`config.mk`:
```
export PLATFORM = sky130hd
export DESIGN_NAME = gpsel_top
export DESIGN_NICKNAME = d
export VERILOG_FILES = /design/src/design/gpsel_pkg.sv /design/src/design/gpsel_sync.sv /design/src/design/gpsel_mux.sv /design/src/design/gpsel_top.sv
export VERILOG_INCLUDE_DIRS = /design/src /design/src/design
export SDC_FILE = /design/constraint.sdc
export NUM_CORES = 1
export LEC_CHECK = 0
export BUFFER_PORTS_ARGS = -buffer_cell sky130_fd_sc_hd__buf_2
export CAP_MARGIN = 20
export CORE_AREA = 2 2 209 211
export CTS_CLUSTER_DIAMETER = 30
export DETAILED_ROUTE_END_ITERATION = 8
export DIE_AREA = 0 0 211 213
export GPL_ROUTABILITY_DRIVEN = 0
export PLACE_DENSITY = 0.55
export SETUP_SLACK_MARGIN = 0.3
export SYNTH_ARGS = -nofsm -noshare
export SYNTH_HDL_FRONTEND = slang
export SYNTH_SLANG_ARGS = --single-unit
```
`constraint.sdc`:
```
create_clock -name sys_clk -period 4.1 [get_ports sys_clk]
set_clock_uncertainty 0.1 [all_clocks]
set_input_delay 0.82 -clock sys_clk [delete_from_list [all_inputs] [get_ports sys_clk]]
set_output_delay 0.82 -clock sys_clk [all_outputs]
set_load 0.005 [all_outputs]
```
`src/design/gpsel_defs.svh`:
```
`ifndef GPSEL_DEFS_SVH
`define GPSEL_DEFS_SVH

// ****************************************************************
// Register word indices (byte address is four times the index)
// ****************************************************************
`define GPSEL_IDX_BUS_SEL   14'h1c00
`define GPSEL_IDX_PD_ONE    14'h1c17
`define GPSEL_IDX_PD_TWO    14'h1c18
`define GPSEL_IDX_PD_THREE  14'h1c19

// ****************************************************************
// Reset values and writable masks
// ****************************************************************
`define GPSEL_RST_BUS_SEL   12'h000
`define GPSEL_RST_PD_ONE    16'h0fff
`define GPSEL_RST_PD_TWO    16'h003f
`define GPSEL_RST_PD_THREE  16'h2600
`define GPSEL_MASK_PD_ONE   16'h0fff
`define GPSEL_MASK_PD_TWO   16'h003f
`define GPSEL_MASK_PD_THREE 16'h3fff
// Pulldown enables per pad after reset, bit 0 is line 4
`define GPSEL_RST_PD_EN     28'h601ff00

// ****************************************************************
// Function slots on each pad
// ****************************************************************
`define GPSEL_SLOT_GPIO     2'h0
`define GPSEL_SLOT_PRIMARY  2'h1
`define GPSEL_SLOT_HOST     2'h2
`define GPSEL_SLOT_ALT      2'h3
`define GPSEL_NUM_SLOTS     4

// ****************************************************************
// Mode field encodings
// ****************************************************************
`define GPSEL_SP_CARD       2'h0
`define GPSEL_SP_SERIAL     2'h1
`define GPSEL_PP_NAMED      2'h0
`define GPSEL_PP_HOST       2'h1
`define GPSEL_PP_GPIO       2'h2
`define GPSEL_PP_ALT        2'h3

// ****************************************************************
// Line groups
// ****************************************************************
`define GPSEL_NUM_PINS      28
`define GPSEL_FIRST_LINE    4
`define GPSEL_SP0_LAST      5
`define GPSEL_SP1_LAST      11
`define GPSEL_HPD_FIRST     12
`define GPSEL_HPD_LAST      17
`define GPSEL_SND2_LAST     20
`define GPSEL_EMA_FIRST     21
`define GPSEL_EMA_LAST      26
`define GPSEL_PD3_HI_OFS    18
`define GPSEL_BUS_SEL_W     12

`endif

```
`src/design/gpsel_pkg.sv`:
```
`include "gpsel_defs.svh"

package gpsel_pkg;

  // Drive of one function onto all pads
  typedef struct packed {
    logic [`GPSEL_NUM_PINS-1:0] out;  // Output level per pad
    logic [`GPSEL_NUM_PINS-1:0] oe;   // Output enable per pad
  } gpsel_pin_t;

  // External bus select register layout
  typedef struct packed {
    logic [5:0] addr_sel;  // Lines 21..26: 1 takes address bits
    logic [1:0] pp;        // Parallel port mode
    logic [1:0] sp1;       // Serial port one mode
    logic [1:0] sp0;       // Serial port zero mode
  } gpsel_bus_sel_t;

endpackage

```
`src/design/gpsel_sync.sv`:
```
`timescale 1ns/1ns
`default_nettype none

// ****************************************************************
// Two-flop synchroniser for pad levels
// ****************************************************************
module gpsel_sync #(
  parameter int WIDTH = 28  // Number of levels to carry
) (
  input  wire logic             sys_clk,  // System clock
  input  wire logic             rst,      // Synchronous reset
  input  wire logic [WIDTH-1:0] d,        // Asynchronous levels
  output logic      [WIDTH-1:0] q         // Synchronised levels
);

  logic [WIDTH-1:0] meta;  // First stage, read only by q

  // Both stages clear on reset; nothing else looks at meta
  always_ff @(posedge sys_clk) begin
    if (rst) begin
      meta <= '0;
      q    <= '0;
    end else begin
      meta <= d;
      q    <= meta;
    end
  end

endmodule

`default_nettype wire

```
`src/design/gpsel_mux.sv`:
```
`timescale 1ns/1ns
`default_nettype none
`include "gpsel_defs.svh"

// ****************************************************************
// Registered per-pad function multiplexer
// ****************************************************************
module gpsel_mux
  import gpsel_pkg::*;
(
  input  wire logic                                 sys_clk,
  input  wire logic                                 rst,
  input  wire logic [`GPSEL_NUM_PINS-1:0][1:0]      pin_sel,
  input  wire gpsel_pin_t [`GPSEL_NUM_SLOTS-1:0]    func_drive,
  input  wire logic [`GPSEL_NUM_PINS-1:0]           pad_in_sync,
  output logic      [`GPSEL_NUM_PINS-1:0]           pad_out,
  output logic      [`GPSEL_NUM_PINS-1:0]           pad_oe,
  output logic [`GPSEL_NUM_SLOTS-1:0][`GPSEL_NUM_PINS-1:0] func_in
);

  logic [`GPSEL_NUM_PINS-1:0] next_pad_out;  // Selected level
  logic [`GPSEL_NUM_PINS-1:0] next_pad_oe;   // Selected enable
  logic [`GPSEL_NUM_SLOTS-1:0][`GPSEL_NUM_PINS-1:0] next_func_in;

  // Per pad: pick the owner, and feed the pad level only to it
  for (genvar i = 0; i < `GPSEL_NUM_PINS; i++) begin : g_pad
    assign next_pad_out[i] = func_drive[pin_sel[i]].out[i];
    assign next_pad_oe[i]  = func_drive[pin_sel[i]].oe[i];
    for (genvar s = 0; s < `GPSEL_NUM_SLOTS; s++) begin : g_slot
      // A function that does not own the pad sees a quiet low
      assign next_func_in[s][i] = pad_in_sync[i] &
                                  (pin_sel[i] == 2'(s));
    end
  end

  // Registering every pad path keeps mode changes glitch free
  always_ff @(posedge sys_clk) begin
    if (rst) begin
      pad_out <= '0;
      pad_oe  <= '0;
      func_in <= '0;
    end else begin
      pad_out <= next_pad_out;
      pad_oe  <= next_pad_oe;
      func_in <= next_func_in;
    end
  end

endmodule

`default_nettype wire

```
`src/design/gpsel_top.sv`:
```
// Design decision made here: the APB register port.
`timescale 1ns/1ns
`default_nettype none
`include "gpsel_defs.svh"

// ****************************************************************
// Summary of operation
// - Lines 4-5: card zero, serial, GPIO
// - Lines 6-11: card one, multichannel, GPIO
// - Lines 12-17: GPIO or host data 2-7
// - Lines 18-20,27: sound two, host, GPIO, SPI
// - Lines 28-31: UART, host, GPIO, sound three
// - Lines 21-26: per-pin address bit select
// - First inhibit register: lines 4-11 pulldowns
// - Second inhibit register: lines 21-26 pulldowns
// - Third inhibit register: lines 12-20, 27-31
// - Reset: pulldown off 4-11, 21-28, 31
// - Reset: pulldown on 12-20, 29, 30
// - Reset: each pad takes its first function
// ****************************************************************

module gpsel_top
  import gpsel_pkg::*;
(
  input  wire logic                              sys_clk,
  input  wire logic                              rst,
  // APB slave
  input  wire logic [15:0]                       paddr,
  input  wire logic                              psel,
  input  wire logic                              penable,
  input  wire logic                              pwrite,
  input  wire logic [31:0]                       pwdata,
  output logic      [31:0]                       prdata,
  output logic                                   pready,
  output logic                                   pslverr,
  // Function drives, one slot each
  input  wire gpsel_pin_t [`GPSEL_NUM_SLOTS-1:0] func_drive,
  output logic [`GPSEL_NUM_SLOTS-1:0][`GPSEL_NUM_PINS-1:0] func_in,
  // Pads, bit 0 is line 4
  input  wire logic [`GPSEL_NUM_PINS-1:0]        pad_in,
  output logic      [`GPSEL_NUM_PINS-1:0]        pad_out,
  output logic      [`GPSEL_NUM_PINS-1:0]        pad_oe,
  output logic      [`GPSEL_NUM_PINS-1:0]        pulldown_en
);

  // ****************************************************************
  // Declarations
  // ****************************************************************
  gpsel_bus_sel_t external_bus_select_reg;      // Mode fields
  logic [15:0]    pulldown_inhibit_port_one;    // Lines 4..11
  logic [15:0]    pulldown_inhibit_port_two;    // Lines 21..26
  logic [15:0]    pulldown_inhibit_port_three;  // 12..20, 27..31
  gpsel_bus_sel_t next_bus_sel;                 // Next mode fields
  logic [15:0]    next_pd_one;                  // Next inhibit one
  logic [15:0]    next_pd_two;                  // Next inhibit two
  logic [15:0]    next_pd_three;                // Next inhibit three
  logic [31:0]    next_prdata;                  // Read data
  logic           next_pready;                  // Access answer
  logic           next_pslverr;                 // Unmapped access
  logic [13:0]    word_idx;                     // Word index
  logic           hit_bus_sel;                  // Decode hits
  logic           hit_pd_one;
  logic           hit_pd_two;
  logic           hit_pd_three;
  logic           mapped;                       // Any register hit
  logic           wr_ack;                       // Write taking effect
  logic [`GPSEL_NUM_PINS-1:0]      pad_in_sync;      // Synced pads
  logic [`GPSEL_NUM_PINS-1:0][1:0] pin_sel;          // Owner slot
  logic [`GPSEL_NUM_PINS-1:0]      next_pulldown_en; // Pulldowns

  // ****************************************************************
  // APB address decode
  // ****************************************************************
  // Byte lanes below a word are ignored; a misaligned address
  // still selects the word it falls in
  assign word_idx     = paddr[15:2];
  assign hit_bus_sel  = (word_idx == `GPSEL_IDX_BUS_SEL);
  assign hit_pd_one   = (word_idx == `GPSEL_IDX_PD_ONE);
  assign hit_pd_two   = (word_idx == `GPSEL_IDX_PD_TWO);
  assign hit_pd_three = (word_idx == `GPSEL_IDX_PD_THREE);
  assign mapped       = hit_bus_sel | hit_pd_one | hit_pd_two |
                        hit_pd_three;
  // A write lands only at the edge where pready is seen high
  assign wr_ack       = psel & penable & pready & pwrite & mapped;

  // ****************************************************************
  // Register file
  // ****************************************************************
  // Next register values; unmapped writes change nothing
  always_comb begin
    next_bus_sel  = external_bus_select_reg;
    next_pd_one   = pulldown_inhibit_port_one;
    next_pd_two   = pulldown_inhibit_port_two;
    next_pd_three = pulldown_inhibit_port_three;
    if (wr_ack) begin
      if (hit_bus_sel) begin
        // Mode fields for all shared pads
        next_bus_sel = gpsel_bus_sel_t'(
          pwdata[`GPSEL_BUS_SEL_W-1:0]);
      end
      if (hit_pd_one) begin
        // Bits above line 11 are reserved and stay zero
        next_pd_one = pwdata[15:0] & `GPSEL_MASK_PD_ONE;
      end
      if (hit_pd_two) begin
        next_pd_two = pwdata[15:0] & `GPSEL_MASK_PD_TWO;
      end
      if (hit_pd_three) begin
        next_pd_three = pwdata[15:0] & `GPSEL_MASK_PD_THREE;
      end
    end
  end

  // Register storage with documented reset states
  always_ff @(posedge sys_clk) begin
    if (rst) begin
      external_bus_select_reg     <= `GPSEL_RST_BUS_SEL;
      pulldown_inhibit_port_one   <= `GPSEL_RST_PD_ONE;
      pulldown_inhibit_port_two   <= `GPSEL_RST_PD_TWO;
      pulldown_inhibit_port_three <= `GPSEL_RST_PD_THREE;
    end else begin
      external_bus_select_reg     <= next_bus_sel;
      pulldown_inhibit_port_one   <= next_pd_one;
      pulldown_inhibit_port_two   <= next_pd_two;
      pulldown_inhibit_port_three <= next_pd_three;
    end
  end

  // ****************************************************************
  // APB answer
  // ****************************************************************
  // One wait-free access cycle: the answer is prepared during setup
  always_comb begin
    next_pready  = psel & ~penable;
    next_pslverr = psel & ~penable & ~mapped;
    next_prdata  = 32'h0000_0000;
    if (psel & ~penable & ~pwrite) begin
      // Unused upper bits read as zero
      if (hit_bus_sel) begin
        next_prdata = 32'(external_bus_select_reg);
      end else if (hit_pd_one) begin
        next_prdata = 32'(pulldown_inhibit_port_one);
      end else if (hit_pd_two) begin
        next_prdata = 32'(pulldown_inhibit_port_two);
      end else if (hit_pd_three) begin
        next_prdata = 32'(pulldown_inhibit_port_three);
      end else begin
        next_prdata = 32'h0000_0000;
      end
    end
  end

  // Answer flops; pready is a single-cycle pulse
  always_ff @(posedge sys_clk) begin
    if (rst) begin
      pready  <= 1'b0;
      pslverr <= 1'b0;
      prdata  <= 32'h0000_0000;
    end else begin
      pready  <= next_pready;
      pslverr <= next_pslverr;
      prdata  <= next_prdata;
    end
  end

  // ****************************************************************
  // Pad ownership decode
  // ****************************************************************
  // Slot owning a given line under the current mode fields
  function automatic logic [1:0] slot_for(input int line,
                                          input gpsel_bus_sel_t m);
    logic [1:0] s;
    s = `GPSEL_SLOT_GPIO;
    if (line <= `GPSEL_SP0_LAST) begin
      // Card port zero, buffered serial port or GPIO
      case (m.sp0)
        `GPSEL_SP_CARD:   s = `GPSEL_SLOT_PRIMARY;
        `GPSEL_SP_SERIAL: s = `GPSEL_SLOT_ALT;
        default:          s = `GPSEL_SLOT_GPIO;
      endcase
    end else if (line <= `GPSEL_SP1_LAST) begin
      // Card port one, multichannel serial or GPIO
      case (m.sp1)
        `GPSEL_SP_CARD:   s = `GPSEL_SLOT_PRIMARY;
        `GPSEL_SP_SERIAL: s = `GPSEL_SLOT_ALT;
        default:          s = `GPSEL_SLOT_GPIO;
      endcase
    end else if (line <= `GPSEL_HPD_LAST) begin
      // Host data bits 2..7 or GPIO only
      s = (m.pp == `GPSEL_PP_HOST) ? `GPSEL_SLOT_HOST
                                   : `GPSEL_SLOT_GPIO;
    end else if (line >= `GPSEL_EMA_FIRST &&
                 line <= `GPSEL_EMA_LAST) begin
      // Each address line has a private select bit
      s = m.addr_sel[line - `GPSEL_EMA_FIRST]
          ? `GPSEL_SLOT_PRIMARY : `GPSEL_SLOT_GPIO;
    end else begin
      // Sound two / UART first, host, GPIO, SPI / sound three
      case (m.pp)
        `GPSEL_PP_NAMED: s = `GPSEL_SLOT_PRIMARY;
        `GPSEL_PP_HOST:  s = `GPSEL_SLOT_HOST;
        `GPSEL_PP_ALT:   s = `GPSEL_SLOT_ALT;
        default:         s = `GPSEL_SLOT_GPIO;
      endcase
    end
    return s;
  endfunction

  // ****************************************************************
  // Per-line selection and pulldown mapping
  // ****************************************************************
  for (genvar i = 0; i < `GPSEL_NUM_PINS; i++) begin : g_line
    localparam int LINE = i + `GPSEL_FIRST_LINE;
    assign pin_sel[i] = slot_for(LINE, external_bus_select_reg);
    // A set inhibit bit switches the pulldown off
    if (LINE <= `GPSEL_SP1_LAST) begin : g_one
      assign next_pulldown_en[i] =
        ~pulldown_inhibit_port_one[LINE];
    end else if (LINE <= `GPSEL_SND2_LAST) begin : g_three_lo
      assign next_pulldown_en[i] =
        ~pulldown_inhibit_port_three[LINE - `GPSEL_HPD_FIRST];
    end else if (LINE <= `GPSEL_EMA_LAST) begin : g_two
      assign next_pulldown_en[i] =
        ~pulldown_inhibit_port_two[LINE - `GPSEL_EMA_FIRST];
    end else begin : g_three_hi
      assign next_pulldown_en[i] =
        ~pulldown_inhibit_port_three[LINE - `GPSEL_PD3_HI_OFS];
    end
  end

  // Pulldown controls go out through a flop each
  always_ff @(posedge sys_clk) begin
    if (rst) begin
      pulldown_en <= `GPSEL_RST_PD_EN;
    end else begin
      pulldown_en <= next_pulldown_en;
    end
  end

  // ****************************************************************
  // Pad input synchroniser and function multiplexer
  // ****************************************************************
  gpsel_sync #(
    .WIDTH (`GPSEL_NUM_PINS)
  ) u_sync (
    .sys_clk (sys_clk),
    .rst     (rst),
    .d       (pad_in),
    .q       (pad_in_sync)
  );

  gpsel_mux u_mux (
    .sys_clk     (sys_clk),
    .rst         (rst),
    .pin_sel     (pin_sel),
    .func_drive  (func_drive),
    .pad_in_sync (pad_in_sync),
    .pad_out     (pad_out),
    .pad_oe      (pad_oe),
    .func_in     (func_in)
  );
endmodule

`default_nettype wire

```
==> summary.log <==
INFO  timing         worst_pin_slew=0.878ns
INFO  floorplan      num_rows=76
INFO  final_layout   number_of_flip_flops_under_the_largest_register_name=88
INFO  grt            grt_start_max_net_pins=88
INFO  synthesis      synth.avg_cell_area=11.1um^2
INFO  final_layout   syn2layout_area_growth=49.4%
INFO  critical_path  worst-r2r-setup-slack=1.65ns
INFO  floorplan      die-area=0.0449mm^2
INFO  timing         period_share=0.598
INFO  cts            cts_inserted_buffers=71
INFO  critical_path  critical_path.reg2reg.startpoint=external_bus_select_reg[5]
INFO  placement      placed_cells=1809
INFO  final_layout   finish.net_count=1647
INFO  critical_path  critical_path.n_buffers_inverters=1
INFO  timing         drv_slew=0
INFO  cts            post_cts_resized=0
INFO  final_layout   final_layout_size_suffix_gt1_frac=0.400
INFO  floorplan      standard_cell_core_area=0.0427mm^2
INFO  timing         setup-tns-final=0ns
INFO  cts            tritoncts_num_sinks=288
INFO  routing        drt_pre_antenna_iters=4
INFO  grt            grt_antenna_before_repair=3
INFO  run_status     run_status=completed
INFO  critical_path  critical-path-top-delay-family=adder cells
INFO  timing         fmaxAchievable=408MHz
INFO  critical_path  setup.worst_path.class=reg -> reg
INFO  worst_hold_path min_to=pulldown_en[27]
INFO  critical_path  worst_r2r_path_depth=4
INFO  synthesis      netlist_instances=890
INFO  synthesis      yosys_register_bits=288
INFO  cts            clock_tree_from_tritoncts=done
INFO  cts            hold_buffers=0
INFO  final_layout   final_cell_mix=sky130_fd_sc_hd__buf_2 (407), sky130_fd_sc_hd__dfxtp_1 (288), sky130_fd_sc_hd__nor2_1 (94), sky130_fd_sc_hd__nor2b_1 (82), sky130_fd_sc_hd__mux2i_1 (79)
INFO  cts            clock_tree.htree_level_count=3
INFO  critical_path  crit_path_cell_trace=inv_1 > ha_1 > mux4_2 > nor2b_1
INFO  synthesis      synthesis.area=0.00991mm^2
INFO  grt            track_usage=0.131
INFO  critical_path  crit_path_max_fanout=16
INFO  timing         timing.final.crit_period=2.45ns
INFO  routing        routedWlPerCell=15.4um
INFO  timing         report.final.hold_viol_count=0
INFO  worst_hold_path whs_path_depth=1
INFO  timing         max-slew-margin-rel=0.415
INFO  cts            cts_root_buf=sky130_fd_sc_hd__clkbuf_16
INFO  routing        ant_nets=0
INFO  routing        dr_total_vias=7869
INFO  critical_path  cp_data_required_time=4.42ns
INFO  cts            postCtsSetupBuffers=0
INFO  worst_hold_path hp-start=pulldown_inhibit_port_three[13]
INFO  flow_run       cap_violations=0
INFO  placement      dp_hpwl=21.5mm
INFO  synthesis      yosys.cell_types.count=41
INFO  critical_path  end_kind=flop
INFO  floorplan      initial_core_util=0.232
INFO  placement      port_buffers=408
INFO  routing        finalWirelength=29.8mm
INFO  final_layout   post-route-util=0.347
INFO  cts            worst_skew_pair.late_latency=0.57ns
INFO  routing        drt-initial-drc-count=217
INFO  grt            grt_first_pass_wirelength=44.5mm
INFO  critical_path  cp_slowest_cell=sky130_fd_sc_hd__ha_1
INFO  floorplan      die_h=213um
INFO  final_layout   max_flop_register=u_mux.func_in
INFO  critical_path  timing.critical_path.slowest_cell_delay=0.80ns
INFO  cts            cts.path.max_buffers=3
INFO  timing         rsz0062_at_grt=no
INFO  cts            clk_pin_slew=0.05ns
INFO  pwr            leakage=7.04nW
INFO  synthesis      synthesis.yosys.warnings=0
INFO  grt            vias_in_the_first_global_route=8071
INFO  pwr            worst_ir_drop_vdd=0.410mV
INFO  critical_path  worst_ep_arrival_time=2.77ns
INFO  critical_path  crit-reg2reg-capture=u_mux.pad_out[25]
INFO  final_layout   final-instance-count-excl-fill=1939
INFO  pwr            power.density_cell_area=599mW/mm^2
INFO  final_layout   final_common_cell=sky130_fd_sc_hd__buf_2
INFO  routing        drt_drc_violations_left=0
INFO  synthesis      synth-seq-area-share=0.582
INFO  grt            overflow=0
INFO  routing        post_drt_via_cell_ratio=4.06
INFO  floorplan      ios=535
INFO  worst_hold_path worst_hold_path_type=reg -> reg
INFO  timing         setup_violations=0
INFO  floorplan      chipWidth=211um
INFO  critical_path  critPathLaunchType=flop
## power breakdown
part	internal, mW	total, mW	switching [mW]
logic	0.167	0.322	0.154
clock network	3.96	5.65	1.70
registers	2.88	2.90	0.0183
## synthesized netlist by cell type
library cell	count	area share
sky130_fd_sc_hd__o211a_1	11	0.011
sky130_fd_sc_hd__conb_1	1	0.00038
sky130_fd_sc_hd__o221a_2	1	0.0011
sky130_fd_sc_hd__buf_6	2	0.0023
sky130_fd_sc_hd__nand2b_1	26	0.016
sky130_fd_sc_hd__o22ai_1	6	0.0038
sky130_fd_sc_hd__a21oi_1	40	0.020
sky130_fd_sc_hd__or4_1	1	0.00076
sky130_fd_sc_hd__and3_1	3	0.0019
sky130_fd_sc_hd__nand3_2	1	0.0010
sky130_fd_sc_hd__mux2i_1	79	0.080
sky130_fd_sc_hd__nor2b_1	82	0.052
sky130_fd_sc_hd__and2_1	66	0.042
sky130_fd_sc_hd__inv_1	12	0.0045
sky130_fd_sc_hd__o32ai_1	5	0.0044
sky130_fd_sc_hd__nor4_4	3	0.0064
sky130_fd_sc_hd__nand3_1	13	0.0066
sky130_fd_sc_hd__o21ai_0	9	0.0045
sky130_fd_sc_hd__buf_1	5	0.0019
sky130_fd_sc_hd__nor3_1	4	0.0020
sky130_fd_sc_hd__o21bai_2	1	0.0011
sky130_fd_sc_hd__nor3b_1	9	0.0068
sky130_fd_sc_hd__clkbuf_1	35	0.013
sky130_fd_sc_hd__nor2_1	94	0.036
sky130_fd_sc_hd__and3b_1	6	0.0053
sky130_fd_sc_hd__buf_4	44	0.033
sky130_fd_sc_hd__nand2_1	1	0.00038
sky130_fd_sc_hd__or2_2	1	0.00063
sky130_fd_sc_hd__nand4_1	1	0.00063
sky130_fd_sc_hd__and4bb_2	1	0.0013
sky130_fd_sc_hd__mux4_2	16	0.036
sky130_fd_sc_hd__and2b_1	1	0.00076
sky130_fd_sc_hd__nand3_4	1	0.0018
sky130_fd_sc_hd__o21ai_1	1	0.00050
sky130_fd_sc_hd__nand4bb_1	2	0.0023
sky130_fd_sc_hd__or3_4	1	0.0011
sky130_fd_sc_hd__dfxtp_1	288	0.58
sky130_fd_sc_hd__nor4_1	1	0.00063
sky130_fd_sc_hd__buf_2	7	0.0035
sky130_fd_sc_hd__and4_1	3	0.0027
sky130_fd_sc_hd__ha_1	6	0.0076
## metrics by stage
stage          cell area, um^2  power [mW]  setup slack [ns]  hold WS [ns]
2_1_floorplan            10100        3.11              1.84         0.286
3_3_place_gp             12400        3.27              1.12         0.303
3_5_place_dp             12400        3.27              1.15         0.305
4_1_cts                  14800        9.02              1.61         0.308
5_1_grt                  14800        9.20              1.48         0.330
6_report                 14800        8.87              1.65         0.307
## worst max path at each step
stage,start,to,slack (ns),depth (start not counted)
floorplan,external_bus_select_reg[5],u_mux.pad_oe[27],1.84,7
global placement,paddr[5],pulldown_inhibit_port_three[7],1.12,5
detailed placement,paddr[5],pulldown_inhibit_port_three[2],1.15,5
CTS,external_bus_select_reg[5],u_mux.pad_out[25],1.61,4
global route,external_bus_select_reg[4],u_mux.pad_out[25],1.48,4
finish,external_bus_select_reg[5],u_mux.pad_out[25],1.65,4
## cell families after synthesis
group / synth area share
muxes: 0.116
buffers and inverters: 0.0588
DFF: 0.582
adders and majority gates: 0.00758
other: 0.000378
AOI/OAI and AO/OA: 0.0468
and+or+nand+nor: 0.188
## area by class of cell
| type | instances | area [um^2] |
|---|---|---|
| diodes | 2 | 5.00 |
| fillers | 4316 | 27900 |
| multi-input cells | 546 | 3740 |
| clock inverters | 37 | 512 |
| repair buffers | 417 | 2120 |
| flip-flops and latches | 288 | 5770 |
| inverters | 12 | 45.0 |
| clock buffers | 91 | 1930 |
| well taps | 546 | 683 |
## metal layers
layer  track usage  up-vias  wire length [um]
met4        0.0673        0               813
li1              -     3811                 -
met2         0.214      310             14300
met3        0.0478       55              2450
met5             0        -                 0
met1         0.150     3693             12200
Power figures use the tool's default switching activity.
